**src/cdec_pkg.sv**
```systemverilog
// package: opcodes, field positions, widths and reset values for the decoder
package cdec_pkg;
    localparam int PC_W = 15;
    localparam int STACK_DEPTH = 16;
    localparam int SP_W = 4;
    localparam int PTR_W = 16;
    localparam int NUM_DIR = 8;
    localparam logic [13:0] OP_IDLE = 14'h0000;
    localparam logic [13:0] OP_SOFT_RESET = 14'h0001;
    localparam logic [13:0] OP_SUB_EXIT = 14'h0008;
    localparam logic [13:0] OP_IRQ_RETURN = 14'h0009;
    localparam logic [13:0] OP_CALL_ACC = 14'h000A;
    localparam logic [13:0] OP_JREL_ACC = 14'h000B;
    localparam logic [13:0] OP_LOAD_PRESC = 14'h0062;
    localparam logic [13:0] OP_SLEEP = 14'h0063;
    localparam logic [13:0] OP_WDT_CLEAR = 14'h0064;
    localparam logic [13:0] MASK_DIR = 14'h3FF8;
    localparam logic [13:0] PAT_DIR = 14'h0060;
    localparam logic [13:0] MASK_LDI = 14'h3FF8;
    localparam logic [13:0] PAT_LDI = 14'h0010;
    localparam logic [13:0] PAT_STI = 14'h0018;
    localparam logic [13:0] MASK_K9 = 14'h3E00;
    localparam logic [13:0] PAT_JREL = 14'h3200;
    localparam logic [13:0] MASK_K11 = 14'h3800;
    localparam logic [13:0] PAT_CALL = 14'h2000;
    localparam logic [13:0] PAT_JABS = 14'h2800;
    localparam logic [13:0] MASK_K8 = 14'h3F00;
    localparam logic [13:0] PAT_RETLIT = 14'h3400;
    localparam logic [13:0] MASK_K6 = 14'h3F80;
    localparam logic [13:0] PAT_PADD = 14'h3100;
    localparam logic [13:0] PAT_LDX = 14'h3F00;
    localparam logic [13:0] PAT_STX = 14'h3F80;
    localparam int N_SEL_BIT = 6;
    localparam int N_MM_BIT = 2;
    localparam logic [PC_W-1:0] PC_RESET = 15'h0000;
    localparam logic [SP_W-1:0] SP_RESET = 4'hF;
    localparam logic [7:0] PRESC_RESET = 8'hFF;
    localparam logic [7:0] DIR_RESET = 8'hFF;
    localparam logic [PTR_W-1:0] PTR_RESET = 16'h0000;
    typedef enum logic [1:0] {
        CDEC_MM_PREINC,
        CDEC_MM_PREDEC,
        CDEC_MM_POSTINC,
        CDEC_MM_POSTDEC
    } cdec_mm_t;
endpackage

```
**src/cdec_stack_if.sv**
```systemverilog
// interface: hardware return-address stack push/pop signals
`timescale 1ns/10ps
`default_nettype none
interface cdec_stack_if;
    import cdec_pkg::*;
    logic push;
    logic pop;
    logic [PC_W-1:0] push_data;
    logic [PC_W-1:0] top;
    modport core (output push, output pop, output push_data, input top);
    modport stack (input push, input pop, input push_data, output top);
endinterface
`default_nettype wire

```
**src/cdec_stack.sv**
```systemverilog
// circular hardware return-address stack
`timescale 1ns/10ps
`default_nettype none
module cdec_stack (
    input wire logic i_clk,
    input wire logic i_rstn,
    cdec_stack_if.stack s
);
    import cdec_pkg::*;
    typedef struct packed {
        logic [STACK_DEPTH-1:0][PC_W-1:0] mem;
        logic [SP_W-1:0] sp;
    } cdec_stk_state_t;
    cdec_stk_state_t st_reg;
    cdec_stk_state_t st_next;
    always_comb begin
        st_next = st_reg;
        if (s.push) begin
            st_next.sp = st_reg.sp + 4'h1;
            st_next.mem[st_reg.sp + 4'h1] = s.push_data;
        end else if (s.pop) begin
            st_next.sp = st_reg.sp - 4'h1;
        end
    end
    always_ff @(posedge i_clk) begin
        if (!i_rstn) begin
            st_reg <= '{mem: '0, sp: SP_RESET};
        end else begin
            st_reg <= st_next;
        end
    end
    // overflow wraps silently; no overflow or underflow flag is kept
    assign s.top = st_reg.mem[st_reg.sp];
endmodule // cdec_stack
`default_nettype wire

```
**src/cdec_core.sv**
```systemverilog
// top: control, inherent and indirect-move instruction decoder and executor
`timescale 1ns/10ps
`default_nettype none
module cdec_core (
    input wire logic i_clk,
    input wire logic i_rstn,
    input wire logic [13:0] i_instr,
    input wire logic i_instr_valid,
    input wire logic [7:0] i_mem_rdata,
    input wire logic i_ext_wr_en,
    input wire logic [7:0] i_ext_wdata,
    input wire logic i_wake,
    output logic [cdec_pkg::PC_W-1:0] o_program_counter,
    output logic o_fetch_stall,
    output logic [7:0] o_accumulator,
    output logic o_result_null_flag,
    output logic o_global_irq_enable,
    output logic o_watchdog_expiry_flag,
    output logic o_powerdown_flag,
    output logic o_soft_reset_flag_n,
    output logic o_device_reset,
    output logic o_watchdog_restart,
    output logic o_sleep,
    output logic [7:0] o_prescaler_config,
    output logic [cdec_pkg::NUM_DIR*8-1:0] o_direction,
    output logic [cdec_pkg::PTR_W-1:0] o_pointer0,
    output logic [cdec_pkg::PTR_W-1:0] o_pointer1,
    output logic o_mem_rd,
    output logic o_mem_wr,
    output logic [cdec_pkg::PTR_W-1:0] o_mem_addr,
    output logic [7:0] o_mem_wdata
);
    import cdec_pkg::*;

    // ------------------------------------------------------------
    // state
    // ------------------------------------------------------------
    typedef enum logic [1:0] {
        CDEC_EXEC,
        CDEC_FLUSH,
        CDEC_EXTRA,
        CDEC_LDWAIT
    } cdec_phase_t;

    typedef struct packed {
        cdec_phase_t phase;
        logic [PC_W-1:0] pc;
        logic [7:0] acc;
        logic zflag;
        logic global_irq_enable;
        logic to_flag;
        logic pd_flag;
        logic ri_n;
        logic dev_reset;
        logic wdt_restart;
        logic sleep;
        logic [7:0] presc;
        logic [NUM_DIR-1:0][7:0] dir;
        logic [1:0][PTR_W-1:0] ptr;
        logic mem_rd;
        logic mem_wr;
        logic [PTR_W-1:0] mem_addr;
        logic [7:0] mem_wdata;
        logic ld_pending;
        logic [2:0] wake_sync;
        logic stall;
    } cdec_state_t;

    cdec_state_t st_reg;
    cdec_state_t st_next;

    cdec_stack_if stk ();

    cdec_stack u_stack (
        .i_clk(i_clk),
        .i_rstn(i_rstn),
        .s(stk.stack)
    );

    // ------------------------------------------------------------
    // decode helpers
    // ------------------------------------------------------------
    function automatic logic op_match(input logic [13:0] w, input logic [13:0] m,
                                      input logic [13:0] p);
        op_match = ((w & m) == p);
    endfunction

    // pointer value after an mm-style modifier; returns the access address
    function automatic logic [2*PTR_W-1:0] mm_apply(input logic [PTR_W-1:0] p,
                                                   input logic [1:0] mm);
        logic [PTR_W-1:0] nv;
        logic [PTR_W-1:0] ad;
        nv = p;
        ad = p;
        unique case (cdec_mm_t'(mm))
            CDEC_MM_PREINC: begin
                nv = p + 16'h0001;
                ad = nv;
            end
            CDEC_MM_PREDEC: begin
                nv = p - 16'h0001;
                ad = nv;
            end
            CDEC_MM_POSTINC: nv = p + 16'h0001;
            CDEC_MM_POSTDEC: nv = p - 16'h0001;
        endcase
        mm_apply = {nv, ad};
    endfunction

    logic [PC_W-1:0] pc_inc;
    logic n_sel;
    logic [5:0] k6;
    logic [PTR_W-1:0] sel_ptr;
    logic [2*PTR_W-1:0] mm_res;
    logic [PTR_W-1:0] idx_addr;
    logic [PTR_W-1:0] ind_ptr;

    always_comb begin
        pc_inc = st_reg.pc + 15'h0001;
        n_sel = i_instr[N_SEL_BIT];
        k6 = i_instr[5:0];
        sel_ptr = st_reg.ptr[n_sel];
        // the 0nmm forms pick their pointer with bit 2, the k forms with bit 6
        ind_ptr = st_reg.ptr[i_instr[2]];
        mm_res = mm_apply(ind_ptr, i_instr[N_MM_BIT-1:0]);
        idx_addr = sel_ptr + {10'h000, k6};
    end

    // ------------------------------------------------------------
    // execution
    // ------------------------------------------------------------
    always_comb begin
        st_next = st_reg;
        st_next.dev_reset = 1'b0;
        st_next.wdt_restart = 1'b0;
        st_next.mem_rd = 1'b0;
        st_next.mem_wr = 1'b0;
        stk.push = 1'b0;
        stk.pop = 1'b0;
        // return address is the word after the call
        stk.push_data = pc_inc;

        // wake comes from outside this clock: three flops, act once the last two agree
        st_next.wake_sync = {st_reg.wake_sync[1:0], i_wake};
        // a one-cycle wake pulse can be lost; wake must stand for two cycles or more
        if (st_reg.wake_sync[2] && st_reg.wake_sync[1]) begin
            st_next.sleep = 1'b0;
        end

        // read data is taken in the same cycle as the strobe; acc shows it one cycle later
        if (st_reg.ld_pending) begin
            st_next.acc = i_mem_rdata;
            st_next.zflag = (i_mem_rdata == 8'h00);
            st_next.ld_pending = 1'b0;
        end
        if (i_ext_wr_en) begin
            st_next.acc = i_ext_wdata;
        end
        unique case (st_reg.phase)
            CDEC_FLUSH: begin
                // the second cycle of a pc change runs as idle_op: nothing is taken
                st_next.phase = CDEC_EXEC;
            end
            CDEC_EXTRA: begin
                st_next.phase = CDEC_EXEC;
            end
            CDEC_LDWAIT: begin
                st_next.phase = CDEC_EXEC;
            end
            CDEC_EXEC: begin
                if (i_instr_valid && !st_reg.sleep) begin
                    st_next.pc = pc_inc;
                    // exact words first, since 0062-0064 also fit the direction pattern;
                    // unknown words fall through as idle_op but still advance the pc
                    if (i_instr == OP_IDLE) begin
                        st_next.pc = pc_inc;
                    end else if (i_instr == OP_SOFT_RESET) begin
                        st_next.dev_reset = 1'b1;
                        st_next.ri_n = 1'b0;
                    end else if (i_instr == OP_SUB_EXIT) begin
                        stk.pop = 1'b1;
                        st_next.pc = stk.top;
                        st_next.phase = CDEC_FLUSH;
                    end else if (i_instr == OP_IRQ_RETURN) begin
                        stk.pop = 1'b1;
                        st_next.pc = stk.top;
                        st_next.global_irq_enable = 1'b1;
                        st_next.phase = CDEC_FLUSH;
                    end else if (i_instr == OP_CALL_ACC) begin
                        stk.push = 1'b1;
                        st_next.pc = {st_reg.pc[PC_W-1:8], st_reg.acc};
                        st_next.phase = CDEC_FLUSH;
                    end else if (i_instr == OP_JREL_ACC) begin
                        st_next.pc = pc_inc + {7'h00, st_reg.acc};
                        st_next.phase = CDEC_FLUSH;
                    end else if (i_instr == OP_LOAD_PRESC) begin
                        st_next.presc = st_reg.acc;
                    end else if (i_instr == OP_SLEEP) begin
                        st_next.sleep = 1'b1;
                        st_next.to_flag = 1'b1;
                        st_next.pd_flag = 1'b0;
                        st_next.wdt_restart = 1'b1;
                    end else if (i_instr == OP_WDT_CLEAR) begin
                        st_next.wdt_restart = 1'b1;
                        st_next.to_flag = 1'b1;
                        st_next.pd_flag = 1'b1;
                    end else if (op_match(i_instr, MASK_DIR, PAT_DIR)) begin
                        st_next.dir[i_instr[2:0]] = st_reg.acc;
                    end else if (op_match(i_instr, MASK_LDI, PAT_LDI)
                                 || op_match(i_instr, MASK_LDI, PAT_STI)) begin
                        st_next.ptr[i_instr[2]] = mm_res[2*PTR_W-1:PTR_W];
                        st_next.mem_addr = mm_res[PTR_W-1:0];
                        if (i_instr[3]) begin
                            st_next.mem_wr = 1'b1;
                            st_next.mem_wdata = st_reg.acc;
                        end else begin
                            st_next.mem_rd = 1'b1;
                            st_next.ld_pending = 1'b1;
                        end
                        if (st_reg.ptr[i_instr[2]][PTR_W-1]) begin
                            st_next.phase = CDEC_EXTRA;
                        end
                    end else if (op_match(i_instr, MASK_K9, PAT_JREL)) begin
                        st_next.pc = pc_inc + PC_W'({{6{i_instr[8]}}, i_instr[8:0]});
                        st_next.phase = CDEC_FLUSH;
                    end else if (op_match(i_instr, MASK_K11, PAT_CALL)) begin
                        // upper pc bits are kept, so call and jump_abs stay in one 2K page
                        stk.push = 1'b1;
                        st_next.pc = {st_reg.pc[PC_W-1:11], i_instr[10:0]};
                        st_next.phase = CDEC_FLUSH;
                    end else if (op_match(i_instr, MASK_K11, PAT_JABS)) begin
                        st_next.pc = {st_reg.pc[PC_W-1:11], i_instr[10:0]};
                        st_next.phase = CDEC_FLUSH;
                    end else if (op_match(i_instr, MASK_K8, PAT_RETLIT)) begin
                        stk.pop = 1'b1;
                        st_next.acc = i_instr[7:0];
                        st_next.pc = stk.top;
                        st_next.phase = CDEC_FLUSH;
                    end else if (op_match(i_instr, MASK_K6, PAT_PADD)) begin
                        st_next.ptr[n_sel] = sel_ptr + {10'h000, k6};
                    end else if (op_match(i_instr, MASK_K6, PAT_LDX)
                                 || op_match(i_instr, MASK_K6, PAT_STX)) begin
                        st_next.mem_addr = idx_addr;
                        if (i_instr[7]) begin
                            st_next.mem_wr = 1'b1;
                            st_next.mem_wdata = st_reg.acc;
                        end else begin
                            st_next.mem_rd = 1'b1;
                            st_next.ld_pending = 1'b1;
                        end
                        if (sel_ptr[PTR_W-1]) begin
                            st_next.phase = CDEC_EXTRA;
                        end
                    end
                    // ld result is written next cycle; hold fetch so acc is settled
                    if (st_next.ld_pending && st_next.phase == CDEC_EXEC) begin
                        st_next.phase = CDEC_LDWAIT;
                    end
                end
            end
        endcase

        // stall is registered from the next state, so the fetch side loses no cycle
        st_next.stall = (st_next.phase != CDEC_EXEC) || st_next.sleep;
    end

    always_ff @(posedge i_clk) begin
        if (!i_rstn) begin
            st_reg <= '{
                phase: CDEC_EXEC,
                pc: PC_RESET,
                acc: 8'h00,
                zflag: 1'b0,
                global_irq_enable: 1'b0,
                to_flag: 1'b1,
                pd_flag: 1'b1,
                ri_n: 1'b1,
                dev_reset: 1'b0,
                wdt_restart: 1'b0,
                sleep: 1'b0,
                presc: PRESC_RESET,
                dir: {NUM_DIR{DIR_RESET}},
                ptr: {2{PTR_RESET}},
                mem_rd: 1'b0,
                mem_wr: 1'b0,
                mem_addr: PTR_RESET,
                mem_wdata: 8'h00,
                ld_pending: 1'b0,
                wake_sync: 3'h0,
                stall: 1'b0
            };
        end else begin
            st_reg <= st_next;
        end
    end

    // ------------------------------------------------------------
    // outputs
    // ------------------------------------------------------------
    assign o_program_counter = st_reg.pc;
    assign o_fetch_stall = st_reg.stall;
    assign o_accumulator = st_reg.acc;
    assign o_result_null_flag = st_reg.zflag;
    assign o_global_irq_enable = st_reg.global_irq_enable;
    assign o_watchdog_expiry_flag = st_reg.to_flag;
    assign o_powerdown_flag = st_reg.pd_flag;
    assign o_soft_reset_flag_n = st_reg.ri_n;
    assign o_device_reset = st_reg.dev_reset;
    assign o_watchdog_restart = st_reg.wdt_restart;
    assign o_sleep = st_reg.sleep;
    assign o_prescaler_config = st_reg.presc;
    assign o_direction = st_reg.dir;
    assign o_pointer0 = st_reg.ptr[0];
    assign o_pointer1 = st_reg.ptr[1];
    assign o_mem_rd = st_reg.mem_rd;
    assign o_mem_wr = st_reg.mem_wr;
    assign o_mem_addr = st_reg.mem_addr;
    assign o_mem_wdata = st_reg.mem_wdata;
endmodule // cdec_core
`default_nettype wire

```
**config.mk**
```make
export PLATFORM = sky130hd
export DESIGN_NAME = cdec_core
export DESIGN_NICKNAME = d
export VERILOG_FILES = /design/src/cdec_pkg.sv /design/src/cdec_stack_if.sv /design/src/cdec_stack.sv /design/src/cdec_core.sv
export SDC_FILE = /design/constraint.sdc
export NUM_CORES = 1
export LEC_CHECK = 0
export ABC_AREA = 1
export BUFFER_PORTS_ARGS = -buffer_cell sky130_fd_sc_hd__buf_2
export CAP_MARGIN = 20
export CORE_UTILIZATION = 41
export CTS_BUF_LIST = sky130_fd_sc_hd__clkbuf_16
export CTS_CLUSTER_SIZE = 14
export DETAILED_ROUTE_END_ITERATION = 8
export PLACE_DENSITY = 0.69
export SLEW_MARGIN = 5
export SYNTH_ARGS = -nofsm -noshare
export SYNTH_HDL_FRONTEND = slang
export SYNTH_SLANG_ARGS = --single-unit
```
**constraint.sdc**
```tcl
create_clock -name i_clk -period 4.16 [get_ports i_clk]
set_input_delay 0.416 -clock i_clk [delete_from_list [all_inputs] [get_ports i_clk]]
set_output_delay 0.416 -clock i_clk [all_outputs]
set_load 0.05 [all_outputs]
```
Yosys cells after proc, flatten, opt, wreduce, memory -nomap -nowiden
Cells that the tools add are included.

Add/sub/neg operators: 8. $mul: 0. Div/mod/pow operators: 0. Order comparisons: 9. Equal/unequal tests: 51. Shift-type cells: 0. Mux-type cells: 166. Bitwise logic cells: 0. Reduce and logical (&&, ||, !) cells: 33.

Operator list (number): 2-to-1 mux 133 bit (5); 2-to-1 mux 138 bit (3); 2-to-1 mux 23 bit (18); 2-to-1 mux 123 bit (3); 2-to-1 mux 59 bit (6); 2-to-1 mux 17 bit (20); 2-to-1 mux 132 bit (2); bitwise mux 240 bit (1); 2-to-1 mux 25 bit (6); 2-to-1 mux 8 bit (14); 2-to-1 mux 16 bit (6); bitwise mux 32 bit (2); bitwise mux 64 bit (1); 2-to-1 mux 64 bit (1); case mux 16 bit (2 select lines) (2); binary-select mux 15 bit (select 4 bit) (1); demux 15 bit (select 4 bit) (1); == test 14 x 4 -> 1 bit (second input constant) (4); 2-to-1 mux 27 bit (2); 2-to-1 mux 15 bit (3); == test 14 x 7 -> 1 bit (second input constant) (3); != test 3 bit (second input constant) (14); 2-to-1 mux 1 bit (41); != test 4 bit (second input constant) (10); other kinds (53) (98).

Flip-flop bits (word level): 412. Latch bits: 0. RAM bits: 0. ROM bits: 0. Bits of input ports: 35. Output and inout port bits: 162. Logic and storage cells: 315. Memories: 0.

Depth between registers and ports, before layout
Depth in word-level cells: 56. Gate-level depth with buffers: 24. Depth with buffers taken out: 23.

By module
From an unflattened synthesis, not the netlist that was laid out.

Cells, all modules: 4312. Area total of the unflattened synthesis: 26660.6 µm².

Modules (own cells, without submodules): cdec_stack (times used 1, cells an instance 2386, area an instance 14453.9 µm², seq. area each 4884.7 µm²); cdec_core (times used 1, cells an instance 1926, area an instance 12206.7 µm², seq. area each 3343.2 µm²).

Worst setup path after synthesis
Ideal clock, no wire load.

Path type: register to register. Start: register st_reg (netlist bit o_program_counter[4]). End: register st_reg (netlist bit o_program_counter[14]). Library setup time: 132 ps. Arrival time: 2869 ps. Required time: 4028 ps. Path slack: 1159 ps. Stages on the path, launching flop included: 23. Buffers on the path: 1. Clock period less this slack: 3001 ps. Cell sequence: dfxtp_1 nand2_1 nor2_1 nand2_1 xor2_1 clkbuf_1 inv_1 ha_1 nand2_1 nor2_1 nand2_1 nand3_1 nand2_1 nand2_1 nand2_1 nand3_1 nand3_1 nand2_1 nand2_1 nand3_1 nand2_1 nand2_1 a21oi_1.

Elaborated cells on any way between the ends: 47. Those cells by class: add/sub (3); mux (44).

RTL lines: start: declaration (RTL line cdec_core.sv:69) `cdec_state_t st_reg;`; start signal: assignment (RTL line cdec_core.sv:269) `st_reg <= '{`; start signal: assignment (RTL line cdec_core.sv:293) `st_reg <= st_next;`; adder 15 x 1 -> 15 bit (*) (RTL line cdec_core.sv:119) `pc_inc = st_reg.pc + 15'h0001;`; named net pc_inc[5] (RTL line cdec_core.sv:110) `logic [PC_W-1:0] pc_inc;`; adder 15 bit (RTL line cdec_core.sv:224) `st_next.pc = pc_inc + PC_W'({{6{i_instr[8]}}, i_instr[8:0]});`; 2-to-1 mux 17 bit (RTL line cdec_core.sv:223) `end else if (op_match(i_instr, MASK_K9, PAT_JREL)) begin`; 2-to-1 mux 17 bit (12 in a row); 2-to-1 mux 17 bit (RTL line cdec_core.sv:159) `unique case (st_reg.phase)`; 2-to-1 mux 23 bit (RTL line cdec_core.sv:209) `end else if (op_match(i_instr, MASK_LDI, PAT_LDI)`; 2-to-1 mux 25 bit (RTL line cdec_core.sv:207) `end else if (op_match(i_instr, MASK_DIR, PAT_DIR)) begin`; 2-to-1 mux 25 bit (RTL line cdec_core.sv:203) `end else if (i_instr == OP_WDT_CLEAR) begin`; 2-to-1 mux 25 bit (RTL line cdec_core.sv:198) `end else if (i_instr == OP_SLEEP) begin`; 2-to-1 mux 25 bit (RTL line cdec_core.sv:196) `end else if (i_instr == OP_LOAD_PRESC) begin`; 2-to-1 mux 17 bit (*) (RTL line cdec_core.sv:193) `end else if (i_instr == OP_JREL_ACC) begin`; 2-to-1 mux 17 bit (*) (RTL line cdec_core.sv:189) `end else if (i_instr == OP_CALL_ACC) begin`; 2-to-1 mux 17 bit (*) (RTL line cdec_core.sv:184) `end else if (i_instr == OP_IRQ_RETURN) begin`; 2-to-1 mux 17 bit (*) (RTL line cdec_core.sv:180) `end else if (i_instr == OP_SUB_EXIT) begin`; 2-to-1 mux 25 bit (*) (RTL line cdec_core.sv:177) `end else if (i_instr == OP_SOFT_RESET) begin`; 2-to-1 mux 15 bit (*) (RTL line cdec_core.sv:175) `if (i_instr == OP_IDLE) begin`.

Mark *: on every way through the listed nets, which the timed path passes. The rest lies on a longest branch. The select of a mux whose other input is x is not followed. A chain may end at the register's enable or synchronous reset.

Worst setup path in the final report
Start: register st_reg (netlist bit o_program_counter[0]). End: register st_reg (netlist bit o_program_counter[12]).

The elaborated chain is that of the path after synthesis.

==> summary.md <==
| Metric | Value |
|---|---|
| CP dominant cell by count | nand2_1 |
| MaxCap Viol Count | 0 |
| WL per Instance | between 15 and 20 microns |
| Largest net degree at the start of global routing | approximately 210 |
| Maximum buffer depth of the clock tree | 3 |
| Design area | roughly 0.025 sq mm |
| Final Non-Filler Cells | about 4000 |
| Startpoint type of the worst setup path | register |
| Sequential element share of the synthesized area | a little over a third |
| Clock skew | 0.0357 ns |
| Ant. Diodes | 0 |
| # setup viols final | 0 |
| Clock Latency Late Sink | slightly above 0.6 ns |
| Placed instance area | roughly 0.023 sq mm |
| Crit path max fanout | 17 |
| Placement Setup Slack | 0.879 ns |
| Vias per cell | 5.59 |
| Syn Nets | 3378 |
| Post-route ant nets | 0 |
| Cell Area, Synth | 0.0226 sq mm |
| Clock transition at the registers of the reported paths | 0.07 ns |
| Synth warnings | 0 |
| IO Pins | between 150 and 200 |
| Fin util | 45.3% |
| Global-route wire length before repair | 115000 microns |
| CTS tree | yes |
| CP delay by family, top | simple AND/OR/NAND/NOR gates |
| HPWL after detailed placement | 50900 microns |
| Final hold violation count | 0 |
| Setup ws final | 0.770 ns |
| Tcrit/Tclk final | 81.5% |
| Initial core utilization | a little over two fifths |
| 1st-iter DRT viols | 2268 |
| Worst EP required | 4.60 ns |
| FMAX | 295 MHz |
| Via count | 22277 |
| # DRC | 0 |
| Worst EP arrival | around 3.8 ns |
| CP max stage delay | 0.41 ns |
| P_leak | 10.5 nW |
| Main synth FF type | dfxtp_1 |
| Multi-input logic area | 0.0115 sq mm |
| Worst Hold Slack | 0.104 ns |
| IO Port Bufs | 196 |
| Gpl congestion | 0.943 |
| CTS Buf Count | 45 |
| CP max stage cell | dfxtp_1 |
| Routed wire length | roughly 74000 microns |
| Status | finished clean |
| # placed instances | 3902 |
| #FFs+latches synth | 411 |
| Share of cells above drive strength 1 | 13.0% |
| Core ar. | 0.0541 sq mm |
| Final setup TNS | 0 ns |
| H-tree Lvls | 2 |
| Pwr Density | 374 mW/mm^2 |
| FF+latch area | 0.00823 sq mm |
| Post-CTS setup buffers | 0 |
| Slew Viols, Final | 0 |
| Root Driver | clkbuf_16 |
| EDFF count, synth | 0 |
| GRT Residual Overflow | 0 |
| RSZ-0062 raised after global routing | false |
| Nets | 3329 |
| Initial antenna violation count | 0 |
| Die ar. | 0.0560 sq mm |
| Hold Path Class | input pin to register |
| Total track usage | 25.8% |
| Crit path cell chain | inv_1 -> nor2_1 -> xor2_1 -> buf_4 -> inv_1 -> ha_1 -> nand3_1 -> nand2_1 -> nand2_1 -> nand2_1 -> nand4_1 -> nor2_1 -> nand2_1 -> nand2_1 -> nand3_1 -> nand3_1 -> nand2_1 -> nand2_1 -> a21oi_1 |
| Crit path time final | 3.39 ns |
| Area Overhead vs Synth | 8.66% |
| Initial DRT Pass Iterations | 5 |
| # clock sinks | 411 |
| Measured slew at the worst slew-check pin | 0.976 ns |
| Max reg flops | 244 |
| Cell variety after synth | 46 |
| Setup Crit Path Kind | register to register |
| CP endpoint kind | register |
| Layout fillers | 5547 |
| Fraction of registers with async set or reset after synthesis | 0% |
| Pwr Total | 9.18 mW |
| Die Y-Extent | about 240 microns |
| Die W | ~240 microns |
| Synthesized instance count | 3303 |
| Post-Syn Area per Cell | around 6.8 sq um |
| Rel. slew slack | 34.9% |
| Maximum vdd drop | roughly 0.00034 V |
| Site row count | 85 |
| Vias in the first global route | 20126 |
| Critical path buffers and inverters | 3 |
## cell usage in the layout (no fill, tap or decap), types with 5 or more instances in the layout
cell type,synthesis,routed
nand2_1,590,590
o21ai_0,456,456
a21oi_1,414,414
dfxtp_1,411,409
nor2_1,288,277
inv_1,210,214
nand3_1,197,197
buf_2,62,195
o211ai_1,84,84
buf_4,155,59
clkbuf_16,0,45
or2_2,37,37
ha_1,37,37
xor2_1,36,36
nor2_2,12,23
nor3_1,21,21
nand4_1,20,20
inv_2,16,17
clkinv_1,8,13
a211oi_1,13,13
o22ai_1,13,13
o31ai_1,11,11
xnor2_1,10,10
clkinv_2,0,8
nand2_2,7,7
o21ai_1,7,7
o311ai_0,7,7
o21bai_1,6,6
bufinv_16,0,6
clkinvlp_4,0,6
nor4_1,5,5
a31oi_1,5,5
## where the power goes
| part | switching (mW) | leakage [nW] | total [mW] | internal [mW] |
|---|---|---|---|---|
| Sequential | 0.0421 | 3.32 | 4.01 | 3.97 |
| Clock | 1.80 | 0.754 | 4.19 | 2.39 |
| Combinational | 0.727 | 6.39 | 0.985 | 0.258 |
## cell type report
class | count | share of cell area (%)
Clock buffer | 45 | 4.59
Inverter | 234 | 3.59
Timing Repair Buffer | 259 | 6.12
Tap cell | 696 | 3.55
Multi-Input combinational cell | 2303 | 46.9
Clock inverter | 38 | 1.72
Sequential cell | 411 | 33.6
## worst register-to-register path: stages, from the launching register on
cell	delay, ns
dfxtp_1	0.41
inv_1	0.17
nor2_1	0.27
xor2_1	0.18
buf_4	0.30
inv_1	0.15
ha_1	0.40
nand3_1	0.12
nand2_1	0.15
nand2_1	0.08
nand2_1	0.13
nand4_1	0.09
nor2_1	0.28
nand2_1	0.08
nand2_1	0.07
nand3_1	0.07
nand3_1	0.11
nand2_1	0.05
nand2_1	0.05
a21oi_1	0.05
## cell families after synthesis
family                     Yosys count  synth area share [%]
AOI/OAI and AO/OA                 1026                  24.4
xor gates and xnor gates            46                  1.79
adders and majority gates           40                  2.32
buffers and inverters              589                  12.8
DFF                                411                  36.5
and+or+nand+nor                   1191                  22.3
## final timing paths
check | cells past startpoint | slack [ns] | end | start
max | 19 | 0.77 | o_program_counter[12] | o_program_counter[0]
min | 4 | 0.10 | o_result_null_flag | i_mem_rdata[5]
max reg2reg | 19 | 0.77 | o_program_counter[12] | o_program_counter[0]
min reg2reg | 2 | 0.41 | st_next[3] | st_next[2]
## per-layer routing
metal / global-route usage, % / vias to the layer above / wire [microns]
met4: 10.7 / 0 / 2690
met2: 40.1 / 972 / 32700
met1: 35.0 / 10301 / 32400
li1: - / 10843 / -
met5: 0 / - / 0
met3: 4.80 / 161 / 6580
## cell usage after synthesis, types with 6 or more instances
library cell,instances,area [sq um]
nand2_1,590,2210
o21bai_1,6,45.0
inv_2,16,60.1
clkbuf_1,123,462
nor3_1,21,105
inv_1,210,788
buf_2,62,310
buf_1,14,52.6
or2_2,37,231
nand3_1,197,986
dfxtp_1,411,8230
nor2_1,288,1080
clkinv_1,8,30.0
o311ai_0,7,61.3
nand4_1,20,125
o21ai_1,7,35.0
a211oi_1,13,97.6
nand2_2,7,43.8
o211ai_1,84,631
a21oi_1,414,2070
buf_4,155,1160
nor2_2,12,75.1
o22ai_1,13,81.3
xnor2_1,10,87.6
o21ai_0,456,2280
ha_1,37,463
o31ai_1,11,82.6
xor2_1,36,315
## timing repair
action | CTS | global route
hold buffers | 1 | 0
hold endpoints to repair | 1 | 0
resized for setup | 0 | 0
Power figures use the tool's default switching activity.
